==> src/hw/pat_pkg.sv <==
package pat_pkg;
   // APB register map, byte addresses
   localparam logic [7:0] PAT_CTRL_OFS = 8'h00;
   localparam logic [7:0] PAT_LAMPS_OFS = 8'h04;
   localparam logic [7:0] PAT_FAULT_OFS = 8'h08;
   localparam logic [7:0] PAT_INPUTS_OFS = 8'h0c;

   // Control register fields
   localparam int PAT_CTRL_LT_BIT = 0;
   localparam int PAT_CTRL_ST_BIT = 1;
   localparam int PAT_CTRL_CLR_BIT = 2;
   localparam logic [1:0] PAT_CTRL_RST = 2'h0;

   // Error clear pulse length
   localparam int PAT_CLK_NS = 50;
   localparam int PAT_CLR_PULSE_NS = 1000;
   localparam int PAT_CLR_CYCLES = (PAT_CLR_PULSE_NS + PAT_CLK_NS - 1) / PAT_CLK_NS;

   // Remote alarm pair indices
   localparam int PAT_RA_CARD = 0;
   localparam int PAT_RA_OOT = 1;
   localparam int PAT_RA_LINK = 2;
   localparam int PAT_RA_FRB = 3;
   localparam int PAT_RA_FRA = 4;
   localparam int PAT_RA_PSU = 5;
   localparam int PAT_RA_TEMP = 6;
   localparam int PAT_RA_NUM = 7;

   // Remote pair at rest, bit order complement then true
   localparam logic [1:0] PAT_PAIR_IDLE = 2'h2;

   // Segment patterns, bit order g f e d c b a
   localparam logic [6:0] PAT_SEG_ALL = 7'h7f;
   localparam logic [6:0] PAT_SEG_BLANK = 7'h00;

   // Lamp enables arriving from the display card
   typedef struct packed {
      logic demux_card_fault_lamp_en;
      logic mux_out_of_tol_flag;
      logic mux_card_fault_lamp_en;
      logic demux_timing_loss_lamp_en;
      logic mux_timing_loss_lamp_en;
   } pat_disp_t;

   // Faulty card address from the display card
   typedef struct packed {
      logic tens_addr_bit1;
      logic tens_addr_bit0;
      logic units_addr_bit3;
      logic units_addr_bit2;
      logic units_addr_bit1;
      logic units_addr_bit0;
   } pat_addr_t;

   // Front panel lamps
   typedef struct packed {
      logic power_on;
      logic psu;
      logic temperature;
      logic link_error;
      logic frame_b_loss;
      logic frame_a_loss;
      logic mux_timing_loss;
      logic demux_timing_loss;
      logic mux_card;
      logic mux_out_of_tol;
      logic demux_card;
   } pat_lamps_t;

   // Error clear lines to all cards
   typedef struct packed {
      logic mux_error_clear;
      logic mux_error_clear_n;
      logic demux_error_clear;
      logic demux_error_clear_n;
   } pat_clear_t;
endpackage

==> src/hw/pat_ctrl.sv <==
// Our own choices: the address map and the APB register port.
`timescale 1ns/1ps
module pat_ctrl #(
   parameter int CLR_CYCLES = pat_pkg::PAT_CLR_CYCLES
) (
   input wire logic pclk,
   input wire logic presetn,
   input wire logic psel,
   input wire logic penable,
   input wire logic pwrite,
   input wire logic [7:0] paddr,
   input wire logic [31:0] pwdata,
   output logic [31:0] prdata,
   output logic pready,
   output logic pslverr,
   input wire pat_pkg::pat_disp_t disp_lamps,
   input wire pat_pkg::pat_addr_t fault_addr,
   input wire logic card_fault_in,
   input wire logic overtemp_n,
   input wire logic psu_failure_in,
   input wire logic lamp_test_req,
   input wire logic self_test_switch_on,
   input wire logic error_clear_switch,
   input wire logic link_error_detect,
   input wire logic frame_b_loss_in,
   input wire logic demux_timing_loss_alarm_n,
   input wire logic frame_a_loss_in,
   output pat_pkg::pat_lamps_t lamps,
   output logic [6:0] tens_seg,
   output logic [6:0] units_seg,
   output logic psu_inhibit,
   output logic [1:0] remote_card_fault_pair,
   output logic [1:0] remote_out_of_tol_pair,
   output logic [1:0] remote_link_error_pair,
   output logic [1:0] remote_frame_b_loss_pair,
   output logic [1:0] remote_frame_a_loss_pair,
   output logic [1:0] remote_psu_failure_pair,
   output logic [1:0] remote_overtemp_pair,
   output logic self_test_line_a,
   output logic self_test_line_b,
   output pat_pkg::pat_clear_t err_clear
);
   import pat_pkg::*;

   // Elaboration check: the 16-bit stretch counter must load at least one cycle
   if (CLR_CYCLES < 1 || CLR_CYCLES > 65535) begin : g_bad_clr
      $error("CLR_CYCLES out of range");
   end

   logic [1:0] ctrl_q;
   logic clr_req_q;
   logic st_prev_q;
   logic [15:0] clr_cnt_q;
   logic [31:0] prdata_q;
   logic pready_q;
   logic pslverr_q;
   pat_lamps_t lamps_q;
   pat_clear_t clear_q;
   logic [6:0] tens_q;
   logic [6:0] units_q;
   logic inhibit_q;
   logic st_a_q;
   logic st_b_q;
   logic [1:0] pair_q [PAT_RA_NUM];
   logic [PAT_RA_NUM-1:0] ra_cond;
   logic lt_eff;
   logic st_eff;
   logic hot;
   logic wr_en;
   logic setup;
   logic addr_hit;

   // Lamp test and self test come from the panel switch or from software
   assign lt_eff = lamp_test_req | ctrl_q[PAT_CTRL_LT_BIT];
   assign st_eff = self_test_switch_on | ctrl_q[PAT_CTRL_ST_BIT];
   assign hot = ~overtemp_n;
   assign setup = psel & ~penable;
   assign wr_en = psel & penable & pready_q & pwrite;
   assign addr_hit = (paddr == PAT_CTRL_OFS) || (paddr == PAT_LAMPS_OFS) ||
                     (paddr == PAT_FAULT_OFS) || (paddr == PAT_INPUTS_OFS);

   // Seven segment decode; codes outside 0-9 blank the numeral
   function automatic logic [6:0] seg7(input logic [3:0] d);
      logic [6:0] s;
      s = PAT_SEG_BLANK;
      case (d)
         4'h0: s = 7'h3f;
         4'h1: s = 7'h06;
         4'h2: s = 7'h5b;
         4'h3: s = 7'h4f;
         4'h4: s = 7'h66;
         4'h5: s = 7'h6d;
         4'h6: s = 7'h7d;
         4'h7: s = 7'h07;
         4'h8: s = 7'h7f;
         4'h9: s = 7'h6f;
         default: s = PAT_SEG_BLANK;
      endcase
      return s;
   endfunction

   // APB slave: one setup cycle, then an access cycle with pready high
   always_ff @(posedge pclk or negedge presetn) begin
      if (!presetn) begin
         pready_q <= 1'b0;
         pslverr_q <= 1'b0;
         prdata_q <= 32'h0;
      end else begin
         pready_q <= setup;
         pslverr_q <= setup & ~addr_hit;
         if (setup && !pwrite) begin
            if (paddr == PAT_CTRL_OFS) begin
               prdata_q <= {30'h0, ctrl_q};
            end else if (paddr == PAT_LAMPS_OFS) begin
               prdata_q <= {21'h0, lamps_q};
            end else if (paddr == PAT_FAULT_OFS) begin
               prdata_q <= {18'h0, tens_q, units_q};
            end else if (paddr == PAT_INPUTS_OFS) begin
               prdata_q <= {26'h0, fault_addr};
            end else begin
               prdata_q <= 32'h0;
            end
         end else begin
            prdata_q <= 32'h0;
         end
      end
   end

   // Control register; the clear bit is a self-clearing trigger
   always_ff @(posedge pclk or negedge presetn) begin
      if (!presetn) begin
         ctrl_q <= PAT_CTRL_RST;
         clr_req_q <= 1'b0;
      end else begin
         clr_req_q <= 1'b0;
         if (wr_en && paddr == PAT_CTRL_OFS) begin
            ctrl_q <= pwdata[1:0];
            clr_req_q <= pwdata[PAT_CTRL_CLR_BIT];
         end
      end
   end

   // Error clear stretch: a short switch bounce still gives a full pulse
   always_ff @(posedge pclk or negedge presetn) begin
      if (!presetn) begin
         st_prev_q <= 1'b0;
         clr_cnt_q <= 16'h0;
      end else begin
         st_prev_q <= st_eff;
         if ((st_prev_q && !st_eff) || error_clear_switch || clr_req_q) begin
            clr_cnt_q <= 16'(CLR_CYCLES);
         end else if (clr_cnt_q != 16'h0) begin
            clr_cnt_q <= clr_cnt_q - 16'h1;
         end
      end
   end

   // Clear lines, true and complement
   always_ff @(posedge pclk or negedge presetn) begin
      if (!presetn) begin
         clear_q <= '{mux_error_clear: 1'b0, mux_error_clear_n: 1'b1,
                      demux_error_clear: 1'b0, demux_error_clear_n: 1'b1};
      end else begin
         clear_q.mux_error_clear <= (clr_cnt_q != 16'h0);
         clear_q.mux_error_clear_n <= (clr_cnt_q == 16'h0);
         clear_q.demux_error_clear <= (clr_cnt_q != 16'h0);
         clear_q.demux_error_clear_n <= (clr_cnt_q == 16'h0);
      end
   end

   // Self-test lines, identical by construction
   always_ff @(posedge pclk or negedge presetn) begin
      if (!presetn) begin
         st_a_q <= 1'b0;
         st_b_q <= 1'b0;
      end else begin
         st_a_q <= st_eff;
         st_b_q <= st_eff;
      end
   end

   // Thermal control: inhibit follows overtemperature only, never lamp test
   always_ff @(posedge pclk or negedge presetn) begin
      if (!presetn) begin
         inhibit_q <= 1'b0;
      end else begin
         inhibit_q <= hot;
      end
   end

   // Conditions behind the remote alarm pairs
   assign ra_cond[PAT_RA_CARD] = card_fault_in;
   assign ra_cond[PAT_RA_OOT] = disp_lamps.mux_out_of_tol_flag;
   assign ra_cond[PAT_RA_LINK] = link_error_detect;
   assign ra_cond[PAT_RA_FRB] = frame_b_loss_in | ~demux_timing_loss_alarm_n;
   assign ra_cond[PAT_RA_FRA] = frame_a_loss_in;
   assign ra_cond[PAT_RA_PSU] = psu_failure_in;
   assign ra_cond[PAT_RA_TEMP] = hot;

   // Two flops per remote alarm, true and complement, so no gate sits before the pins
   genvar gi;
   generate
      for (gi = 0; gi < PAT_RA_NUM; gi++) begin : g_ra
         always_ff @(posedge pclk or negedge presetn) begin
            if (!presetn) begin
               pair_q[gi] <= PAT_PAIR_IDLE;
            end else begin
               pair_q[gi] <= {~ra_cond[gi], ra_cond[gi]};
            end
         end
      end
   endgenerate

   // Panel lamps: real error ORed with lamp test, so errors stay lit after it
   always_ff @(posedge pclk or negedge presetn) begin
      if (!presetn) begin
         lamps_q <= '0;
      end else begin
         lamps_q.demux_card <= disp_lamps.demux_card_fault_lamp_en | lt_eff;
         lamps_q.mux_out_of_tol <= disp_lamps.mux_out_of_tol_flag | lt_eff;
         lamps_q.mux_card <= disp_lamps.mux_card_fault_lamp_en | lt_eff;
         lamps_q.demux_timing_loss <= disp_lamps.demux_timing_loss_lamp_en | lt_eff;
         lamps_q.mux_timing_loss <= disp_lamps.mux_timing_loss_lamp_en | lt_eff;
         lamps_q.frame_a_loss <= ra_cond[PAT_RA_FRA] | lt_eff;
         lamps_q.frame_b_loss <= ra_cond[PAT_RA_FRB] | lt_eff;
         lamps_q.link_error <= ra_cond[PAT_RA_LINK] | lt_eff;
         lamps_q.temperature <= hot | lt_eff | st_eff;
         lamps_q.psu <= psu_failure_in | lt_eff;
         lamps_q.power_on <= ~hot; // Supply on unless thermally inhibited
      end
   end

   // Fault location readout, forced to 88 in lamp test
   always_ff @(posedge pclk or negedge presetn) begin
      if (!presetn) begin
         tens_q <= PAT_SEG_BLANK;
         units_q <= PAT_SEG_BLANK;
      end else if (lt_eff) begin
         tens_q <= PAT_SEG_ALL;
         units_q <= PAT_SEG_ALL;
      end else begin
         tens_q <= seg7({2'b00, fault_addr.tens_addr_bit1, fault_addr.tens_addr_bit0});
         units_q <= seg7(fault_addr[3:0]);
      end
   end

   // Outputs straight from flops
   assign prdata = prdata_q;
   assign pready = pready_q;
   assign pslverr = pslverr_q;
   assign lamps = lamps_q;
   assign tens_seg = tens_q;
   assign units_seg = units_q;
   assign psu_inhibit = inhibit_q;
   assign self_test_line_a = st_a_q;
   assign self_test_line_b = st_b_q;
   assign err_clear = clear_q;
   assign remote_card_fault_pair = pair_q[PAT_RA_CARD];
   assign remote_out_of_tol_pair = pair_q[PAT_RA_OOT];
   assign remote_link_error_pair = pair_q[PAT_RA_LINK];
   assign remote_frame_b_loss_pair = pair_q[PAT_RA_FRB];
   assign remote_frame_a_loss_pair = pair_q[PAT_RA_FRA];
   assign remote_psu_failure_pair = pair_q[PAT_RA_PSU];
   assign remote_overtemp_pair = pair_q[PAT_RA_TEMP];
endmodule // pat_ctrl

==> config.mk <==
export PLATFORM = sky130hd
export DESIGN_NAME = pat_ctrl
export DESIGN_NICKNAME = d
export VERILOG_FILES = /design/src/hw/pat_pkg.sv /design/src/hw/pat_ctrl.sv
export SDC_FILE = /design/constraint.sdc
export NUM_CORES = 1
export LEC_CHECK = 0
export BUFFER_PORTS_ARGS = -buffer_cell sky130_fd_sc_hd__buf_2
export CAP_MARGIN = 10
export CORE_MARGIN = 1
export CORE_UTILIZATION = 47
export CTS_CLUSTER_DIAMETER = 200
export CTS_CLUSTER_SIZE = 30
export DETAILED_ROUTE_END_ITERATION = 10
export PLACE_DENSITY = 0.83
export SLEW_MARGIN = 20
export SYNTH_ARGS = -nofsm -noshare
export SYNTH_HDL_FRONTEND = slang
export SYNTH_SLANG_ARGS = --single-unit
==> constraint.sdc <==
create_clock -name pclk -period 2.5 [get_ports pclk]
set_clock_uncertainty 0.1 [all_clocks]
set_input_delay 0.125 -clock pclk [delete_from_list [all_inputs] [get_ports pclk]]
set_output_delay 0.125 -clock pclk [all_outputs]
set_load 0.05 [all_outputs]
== After elaboration in Yosys (flattened, before gate mapping) ==
Memories as Yosys holds them, arrays and structs flattened.
Cells that the tools add are included.

* Flip-flop bits (word level): 96
* ROM bits: 112
* Output and inout port bits: 80
* Bits of input ports: 66
* Memories: 1

{| class="wikitable"
|+ Memories
! name !! words !! bits a word !! rd ports !! clocked after memory_dff !! wr ports !! RTL line !! text
|-
| (name not given) || 16 || 7 || 1 || 0 || 0 || pat_ctrl.sv:86 || <nowiki>case (d)</nowiki>
|}

* $add $sub $neg: 1
* Eq/ne operators: 6
* Reduce and logical (&&, ||, !) cells: 15
* Bitwise gates (word level): 29
* Muxes and demuxes: 11

{| class="wikitable"
|+ Operators by type and width
! cell !! number
|-
| $mux 32 || 4
|-
| $mux 16 || 2
|-
| $pmux 7 s4 || 1
|-
| $eq 8x4->1 const B || 2
|-
| $logic_not 16->1 || 1
|-
| $reduce_bool 16->1 || 1
|-
| $sub 16x1->16 const B || 1
|-
| $mux 7 || 2
|-
| $or 1x1->1 || 14
|-
| $not 1->1 || 10
|-
| $eq 8x3->1 const B || 1
|-
| $logic_not 8->1 || 1
|-
| $mux 6 || 1
|-
| $and 1x1->1 || 5
|-
| $logic_or 1x1->1 || 5
|-
| $eq 2x2->1 const B || 2
|-
| $logic_and 1x1->1 || 3
|-
| $eq 2x1->1 const B || 1
|-
| $logic_not 1->1 || 2
|-
| $logic_not 2->1 || 1
|-
| $reduce_bool 2->1 || 1
|-
| $mux 1 || 1
|}

== Longest topological paths before layout ==
Gate-level depths: netlist of run 1.

* Depth after elaboration: 6
* Mapped depth: 7
* Gate-level depth less buffers: 6

== Least setup slack after synthesis of run 1 ==
No wires, ideal clock.

* Path type: reg-to-reg
* Start point: register clr_cnt_q[6]
* End point: register clr_cnt_q[13]
* Library setup time: 119 ps
* Period minus slack after synthesis: 1880 ps
* Path buffers: 0
* Arrival: 1661 ps
* Setup slack: 620 ps
* Cell stages (with the launch flop): 5
* Cell sequence: dfrtp_1 -> or3_4 -> or3_4 -> o31a_1 -> o21a_1

* Cells in the longest elaborated chain, start to end: 3

{| class="wikitable"
|+ RTL lines
! what !! RTL line !! text
|-
| from (decl) || pat_ctrl.sv:53 || <nowiki>logic [15:0] clr_cnt_q;</nowiki>
|-
| from (signal assigned) || pat_ctrl.sv:151 || <nowiki>clr_cnt_q <= 16'(CLR_CYCLES);</nowiki>
|-
| from (signal assigned) || pat_ctrl.sv:153 || <nowiki>clr_cnt_q <= clr_cnt_q - 16'h1;</nowiki>
|-
| $sub 16x1->16 || pat_ctrl.sv:153 ||
|-
| $mux 16 || pat_ctrl.sv:152 || <nowiki>end else if (clr_cnt_q != 16'h0) begin</nowiki>
|-
| $mux 16 || pat_ctrl.sv:150 || <nowiki>if ((st_prev_q && !st_eff) || error_clear_switch || clr_req_q) begin</nowiki>
|}

Parallel ways exist; a longest one is shown, timed or not. The select of a mux whose other input is x is not followed.
A chain may end at the register's enable or synchronous reset.

== Final worst setup path of run 1 ==
* Start point: register clr_cnt_q[13]
* End point: register clr_cnt_q[7]

* Cells in the longest elaborated chain, start to end: 2

{| class="wikitable"
|+ RTL lines
! what !! RTL line
|-
| $reduce_bool 16->1 || pat_ctrl.sv:152
|-
| $reduce_bool 2->1 (no source line) || n/a
|}

No other way between the ends.

==> results by group, run 1 <==
Yosys
  – Sequential area share after synthesis: between 50% and 60%
  – Cell with the most instances after synthesis: dfrtp_1
  – Post-Synthesis Cell Area: ~3300 µm²
  – Distinct cells, synth: 44
  – Cell taking the most area after synthesis: dfrtp_1
  – #FFs+latches synth: between 70 and 80
  – Synthesized instance count: about 300
  – Ys Warns: 0
  – Async SR Flop Fraction: 100%
  – Top cells by area, synth: dfrtp_1 51%, dfstp_2 6.3%, buf_4 5.2%, mux2i_1 3.0%, a21oi_1 2.7%
  – Synth top area share: between 50% and 60%
  – Number of flops mapped to enable cells by yosys: 0
  – Most used DFF post-synth: dfrtp_1
  – Top cells by count, synth: 68 x dfrtp_1, 23 x buf_4, 23 x nand2_1, 19 x inv_1, 18 x a21oi_1
  – Syn avg cell area: around 11 µm²

Global routing
  – Largest net degree at the start of global routing: a little under 80
  – Initial antenna violation count: 0
  – All-Layer GR Usage: between 20% and 30%
  – Met2 Use GR: between 30% and 40%
  – Met1 usage: about a quarter
  – Number of global-route vias before repair: between 2k and 3k
  – First-pass GRT wire length: 11800 µm
  – Met3 Resource Use GR: ~5.4%
  – GR peak layer: met2
  – Total congestion overflow: 0

Route
  – Final antenna-violating net count: 0
  – Initial DRT Pass Iterations: 4
  – DR vias/cell: roughly 5.0
  – Drc violations: 0
  – WL final: 7540 µm
  – Initial DRC Count: ~130
  – WL/cell: 14.3 µm
  – Routed via count: 2622

Worst setup path
  – CP Data Arrival Time: approximately 2200 ps
  – Startpoint types: flip-flop
  – CP Class: flip-flop to flip-flop
  – CP endpoint kind: flip-flop
  – CP required: approximately 2600 ps
  – CP Max Fanout: 10

Timing
  – Final slew viol count: 0
  – Final setup violation count: 0
  – RSZ-0062 raised after global routing: no
  – Hold Vio Cnt, Final: 0
  – Worst hold slack: roughly 22 ps
  – Setup TNS: 0 ps
  – Crit share post-route: a little over four fifths
  – Fmax: about 480 MHz
  – Worst-Margin Slew: just over 900 ps
  – Worst relative slew slack: a little under two fifths
  – Worst setup margin: 410 ps
  – Crit path time final: between 2000 and 2500 ps

Die
  – Die Y: 86.1 µm
  – Top Ports: 146
  – CORE AREA: approximately 6800 µm²
  – Die width: 86.1 µm
  – Cell Rows: 30
  – Initial Util: 48.9%
  – Die area: between 7000 and 8000 µm²

Final layout
  – Cell area after layout: 4300 µm²
  – Multi-input gate area: 1200 µm²
  – Sequential cell area: 1910 µm²
  – Final core occ: a little over three fifths
  – Layout area overhead: 29.5%
  – Layout Nets: between 400 and 500
  – Ratio of cells with drive above 1 in the final layout: 32.1%
  – N_diodes: 0
  – Fillers: just over 500

Clock tree
  – Post-CTS setup buffer count: 0
  – Clock root buffer: clkbuf_8
  – Total CTS buffers: 9
  – Clock-pin slew on the worst setup and hold paths: 90 ps
  – H-tree depth: 3
  – Clock Sinks: 76
  – TritonCTS clock tree: done
  – Clock latency on the worst-skew pair: ~350 ps
  – Deepest clock path buffer count: 2

Place
  – Cell Area, Placed: between 3000 and 4000 µm²
  – PortBufs: between 90 and 100
  – Place WS: roughly 420 ps
  – GP Congestion: between 0.8 and 0.9
  – HPWL after detailed placement: between 5000 and 6000 µm

Pwr
  – Peak supply drop: between 0.4 and 0.5 mV
  – Pwr dens: ~640 nW/µm²
  – Leak: just over 2 nW

Run
  – Max cap viols: 0

Hold path
  – Hold Crit Class: input pin to flip-flop

Status
  – Status: completed
[cell type report]
class / instances / area share (%)
flip-flops and latches: 76 / 44.5
clock buffers: 9 / 2.88
clock inverters: 7 / 1.95
repair buffers: 128 / 18.4
well taps: 96 / 2.79
multi-input cells: 191 / 27.9
inverters: 19 / 1.66
[what timing repair did]
action	in CTS	in global routing
hold buffers	29	0
gates resized for setup	0	0
endpoints found under the hold margin	108	0
[kinds of logic (layout without fill, tap and decap cells)]
| group | Yosys count | in the layout | synth area share [%] |
|---|---|---|---|
| flops | 76 | 76 | 57.6 |
| simple gates | 99 | 99 | 16.6 |
| other cells | 2 | 19 | 0.226 |
| buf+inv | 49 | 163 | 8.25 |
| compound gates | 50 | 50 | 9.68 |
| fa+ha+maj | 7 | 7 | 2.64 |
| mux | 16 | 16 | 5.05 |
[metal layers]
layer / part of all wire [%] / routed length (µm)
met1: 41 / 3080
met2: 53 / 3960
met3: 4.9 / 366
met4: 1.7 / 131
met5: 0 / 0
[final timing paths]
kind                          startpoint           end  slack [ps]  cells past startpoint
max                        clr_cnt_q[13]  clr_cnt_q[7]         410                      4
min                             paddr[3]     prdata[3]          20                      3
max reg2reg                clr_cnt_q[13]  clr_cnt_q[7]         410                      4
min reg2reg                  tens_seg[5]    prdata[12]         410                      1
max in group asynchronous        presetn  clr_cnt_q[2]        1340                      2
min in group asynchronous        presetn  clr_cnt_q[9]         330                      2
[registers in the layout (all words and copies together) (netlist names)]
signal	count
clr_cnt_q	16
clr_req_q	1
ctrl_q	2
err_clear	2
lamps	11
prdata	14
pready	1
pslverr	1
remote_card_fault_pair	2
remote_frame_a_loss_pair	2
remote_frame_b_loss_pair	2
remote_link_error_pair	2
remote_out_of_tol_pair	2
remote_overtemp_pair	2
remote_psu_failure_pair	2
self_test_line_b	1
tens_seg	6
units_seg	7
[report_power, final]
| group | total, mW | internal (mW) | switching, mW |
|---|---|---|---|
| sequential | 1.30 | 1.28 | 0.0250 |
| clock | 0.966 | 0.476 | 0.490 |
| combinational | 0.471 | 0.130 | 0.342 |
| total | 2.74 | 1.88 | 0.857 |
[stage by stage]
step | power, mW | cells
floorplan | 1.65 | 316
global placement | 1.75 | 481
detailed placement | 1.76 | 481
CTS | 2.76 | 526
global route | 2.84 | 526
finish | 2.74 | 526
[critical path, stage by stage, from the launching register on]
cell	delay, ps
dfrtp_1	440
nor4_1	620
and2_1	410
a2111oi_0	200
mux2i_1	170
[cell usage in the layout (no fill, tap or decap), drive strengths merged, types with 2 or more instances in the layout]
cell / count
a22oi: 3
o211ai: 5
dfstp: 8
nor2: 16
and2: 5
nand2b: 5
dfrtp: 68
dlygate4sd3: 29
clkbuf: 9
conb: 19
a2111oi: 3
or2: 3
nand2: 23
and3: 3
mux2: 6
nor3: 6
nor3b: 2
a21boi: 2
buf: 99
clkinv: 3
nor4: 8
a211oi: 2
inv: 21
nand4: 3
or3: 15
nor2b: 4
a21oi: 18
ha: 7
nand3b: 2
o21ai: 9
mux2i: 10
(Power assumes the default switching activity.)
==> run 2, diff against run 1 <==
==> constraint.sdc (replaced) <==
create_clock -name pclk -period 2 [get_ports pclk]
set_clock_uncertainty 0.1 [all_clocks]
set_input_delay 0.1 -clock pclk [delete_from_list [all_inputs] [get_ports pclk]]
set_output_delay 0.1 -clock pclk [all_outputs]
set_load 0.05 [all_outputs]
==> run 2 against run 1 <==
Final cell count grew 3.4%; first-iteration DRC count decreased by 14%; register-to-register slack got worse by 350 ps; critical path depth is the same; clock-buffer cell count is the same; combinational power grew 32%; largest power group unchanged.
==> results by group, run 2 (same netlist as run 1, synthesis figures left out) <==
Final layout
  – Ratio of cells with drive above 1 in the final layout: 34.4% (+2.3 points)
  – N_diodes: 0 (unchanged)
  – Commonest cells after routing, fill and taps aside: 97 x buf_2, 68 x dfrtp_1, 33 x dlygate4sd3_1
  – Cell area after layout: 4480 µm² (+4.2%)
  – Layout area overhead: 35.0%
  – Fillers: 509 (-1.7%)
  – Commonest non-fill, non-tap cell in the layout: buf_2
  – Max FFs per register: 16 (unchanged)
  – Most flop-heavy register: clr_cnt_q
  – Layout Cells excl Fill: 544 (+3.4%)
  – Layout Nets: 516 (+3.6%)

Timing
  – Worst-Margin Slew: 548 ps (-384 ps)
  – Crit share post-route: 97.0% (+13 points)
  – Worst setup margin: 59.5 ps (-351 ps)
  – Worst relative slew slack: 63.1% (+25 points)
  – Hold Vio Cnt, Final: 0 (unchanged)
  – Final setup violation count: 0 (unchanged)
  – Final slew viol count: 0 (unchanged)
  – Crit path time final: 1940 ps (-149 ps)
  – Worst hold slack: 91.0 ps (+68.8 ps)
  – Fmax: 515 MHz (+7.7%)

Route
  – WL/cell: 14.8 µm (+3.2%)
  – Initial DRC Count: 107 (-14%)
  – Initial DRT Pass Iterations: 4 (unchanged)
  – Routed via count: 2712 (+3.4%)
  – DR vias/cell: 4.99 (about the same)
  – WL final: 8040 µm (+6.8%)
  – Final antenna-violating net count: 0 (unchanged)
  – Drc violations: 0 (unchanged)

Worst setup path
  – CP Data Arrival Time: 2080 ps (-130 ps)
  – CP delay by family, top: simple AND/OR/NAND/NOR gates
  – Max incr delay on CP: 440 ps (-180 ps)
  – Critical-path cell list: or3_4, or3_4, o31a_1, o21a_1
  – CP Max Fanout: 6 (-4)
  – Buf+Inv Stages, Crit Path: 0 (unchanged)
  – Slowest CP cell: or3_4
  – Most used cell along the critical path: or3_4
  – Startpoint types: flip-flop
  – CP required: 2140 ps (-480 ps)
  – CP Class: flip-flop to flip-flop
  – CP endpoint kind: flip-flop

Pwr
  – Int Power: 2.39 mW (+27%)
  – Sequential share of power: 46.7% (-0.8 points)
  – Leak: 2.15 nW (+5.0%)
  – Pwr dens: 777 nW/µm² (+22%)
  – Peak supply drop: 0.545 mV (+25%)
  – Logic gate share of total power: 17.9% (+0.7 points)
  – Clock Power Share: 35.4% (about the same)
  – Tot Pwr: 3.48 mW (+27%)
  – Net Switching: 1.09 mW (+28%)
  – Sw frac: 31.4% (+0.11 points)

Die
  – Initial Util: 48.9% (unchanged)
  – Die area: 7410 µm² (unchanged)
  – Die width: 86.1 µm (unchanged)
  – Cell Rows: 30 (unchanged)
  – Top Ports: 146 (unchanged)
  – CORE AREA: 6790 µm² (unchanged)
  – Die Y: 86.1 µm (unchanged)

Global routing
  – Total congestion overflow: 0 (unchanged)
  – First-pass GRT wire length: 12700 µm (+7.6%)
  – Largest net degree at the start of global routing: 43 (-44%)
  – Number of global-route vias before repair: 2651 (+4.0%)
  – Initial antenna violation count: 0 (unchanged)
  – All-Layer GR Usage: 22.6% (+1.6 points)

Status
  – Status: completed

Clock tree
  – Clock latency on the worst-skew pair: 350 ps (about the same)
  – Total CTS buffers: 9 (unchanged)
  – H-tree depth: 3 (unchanged)
  – Deepest clock path buffer count: 2 (unchanged)
  – Clock Sinks: 76 (unchanged)
  – TritonCTS clock tree: done
  – Clock root buffer: clkbuf_8
  – Clock-pin slew on the worst setup and hold paths: 90 ps (about the same)

Place
  – PortBufs: 98 (unchanged)
  – Cell Area, Placed: 3910 µm² (+2.7%)
  – GP Congestion: 0.834 (+1.3%)
  – Place WS: 71.5 ps (-353 ps)
  – Dpl cells: 493 (+2.5%)
  – HPWL after detailed placement: 5460 µm (+8.5%)

Hold path
  – Hold Crit Class: input pin to flip-flop

Run
  – Max cap viols: 0 (unchanged)
[run 2: path summary, 6_finish.rpt]
check | startpoint | endpoint | slack (ps) | cells past startpoint
max reg2reg | clr_cnt_q[0] | clr_cnt_q[13] | 60 | 4
min | fault_addr[1] | units_seg[6] | 90 | 3
max | clr_cnt_q[0] | clr_cnt_q[13] | 60 | 4
max in group asynchronous | presetn | remote_overtemp_pair[1] | 1020 | 3
min reg2reg | tens_seg[4] | prdata[11] | 410 | 1
min in group asynchronous | presetn | clr_cnt_q[9] | 140 | 2
[run 2: what timing repair did]
item	CTS	global route
endpoints found under the setup margin	0	3
hold endpoints to repair	80	0
setup buffers	0	2
hold buffers	33	0
gates resized for setup	0	5
[run 2: metrics by stage]
step / utilization [%] / TNS [ps]
after detailed placement: 57.5 / 0
after CTS: 65.5 / 0
after floorplan: - / 0
after global placement: 57.5 / 0
after global routing: 66.0 / -19.5
final: 66.0 / 0
[run 2: area by class of cell]
class                      instances  area (µm²)  area share (%)
inverter                          19        71.3            1.59
timing repair buffer             146         948            21.2
multi-input combinational        191        1220            27.2
clock inverter                     7        87.6            1.95
sequential                        76        1910            42.6
tap                               96         120            2.68
clock buffer                       9         124            2.76
[run 2: tightest hold or removal path, stage by stage]
cell,delay [ps]
buf_2,150
a21oi_1,140
o21ai_0,100
[run 2: routing by layer]
metal	vias up	global-route usage (%)	part of all wire, %
met4	0	6.82	1.6
met2	92	38.4	52
li1	1279	-	-
met1	1325	27.7	40
met3	16	7.12	6.2
met5	-	0	0
[run 2: power groups by stage]
| stage | Sequential (mW) | Clock (mW) | Combinational, mW |
|---|---|---|---|
| finish | 1.63 | 1.23 | 0.624 |
| global route | 1.63 | 1.32 | 0.667 |
| CTS | 1.63 | 1.26 | 0.613 |
| detailed placement | 1.65 | 0 | 0.563 |
| global placement | 1.65 | 0 | 0.551 |
| floorplan | 1.82 | 0 | 0.248 |
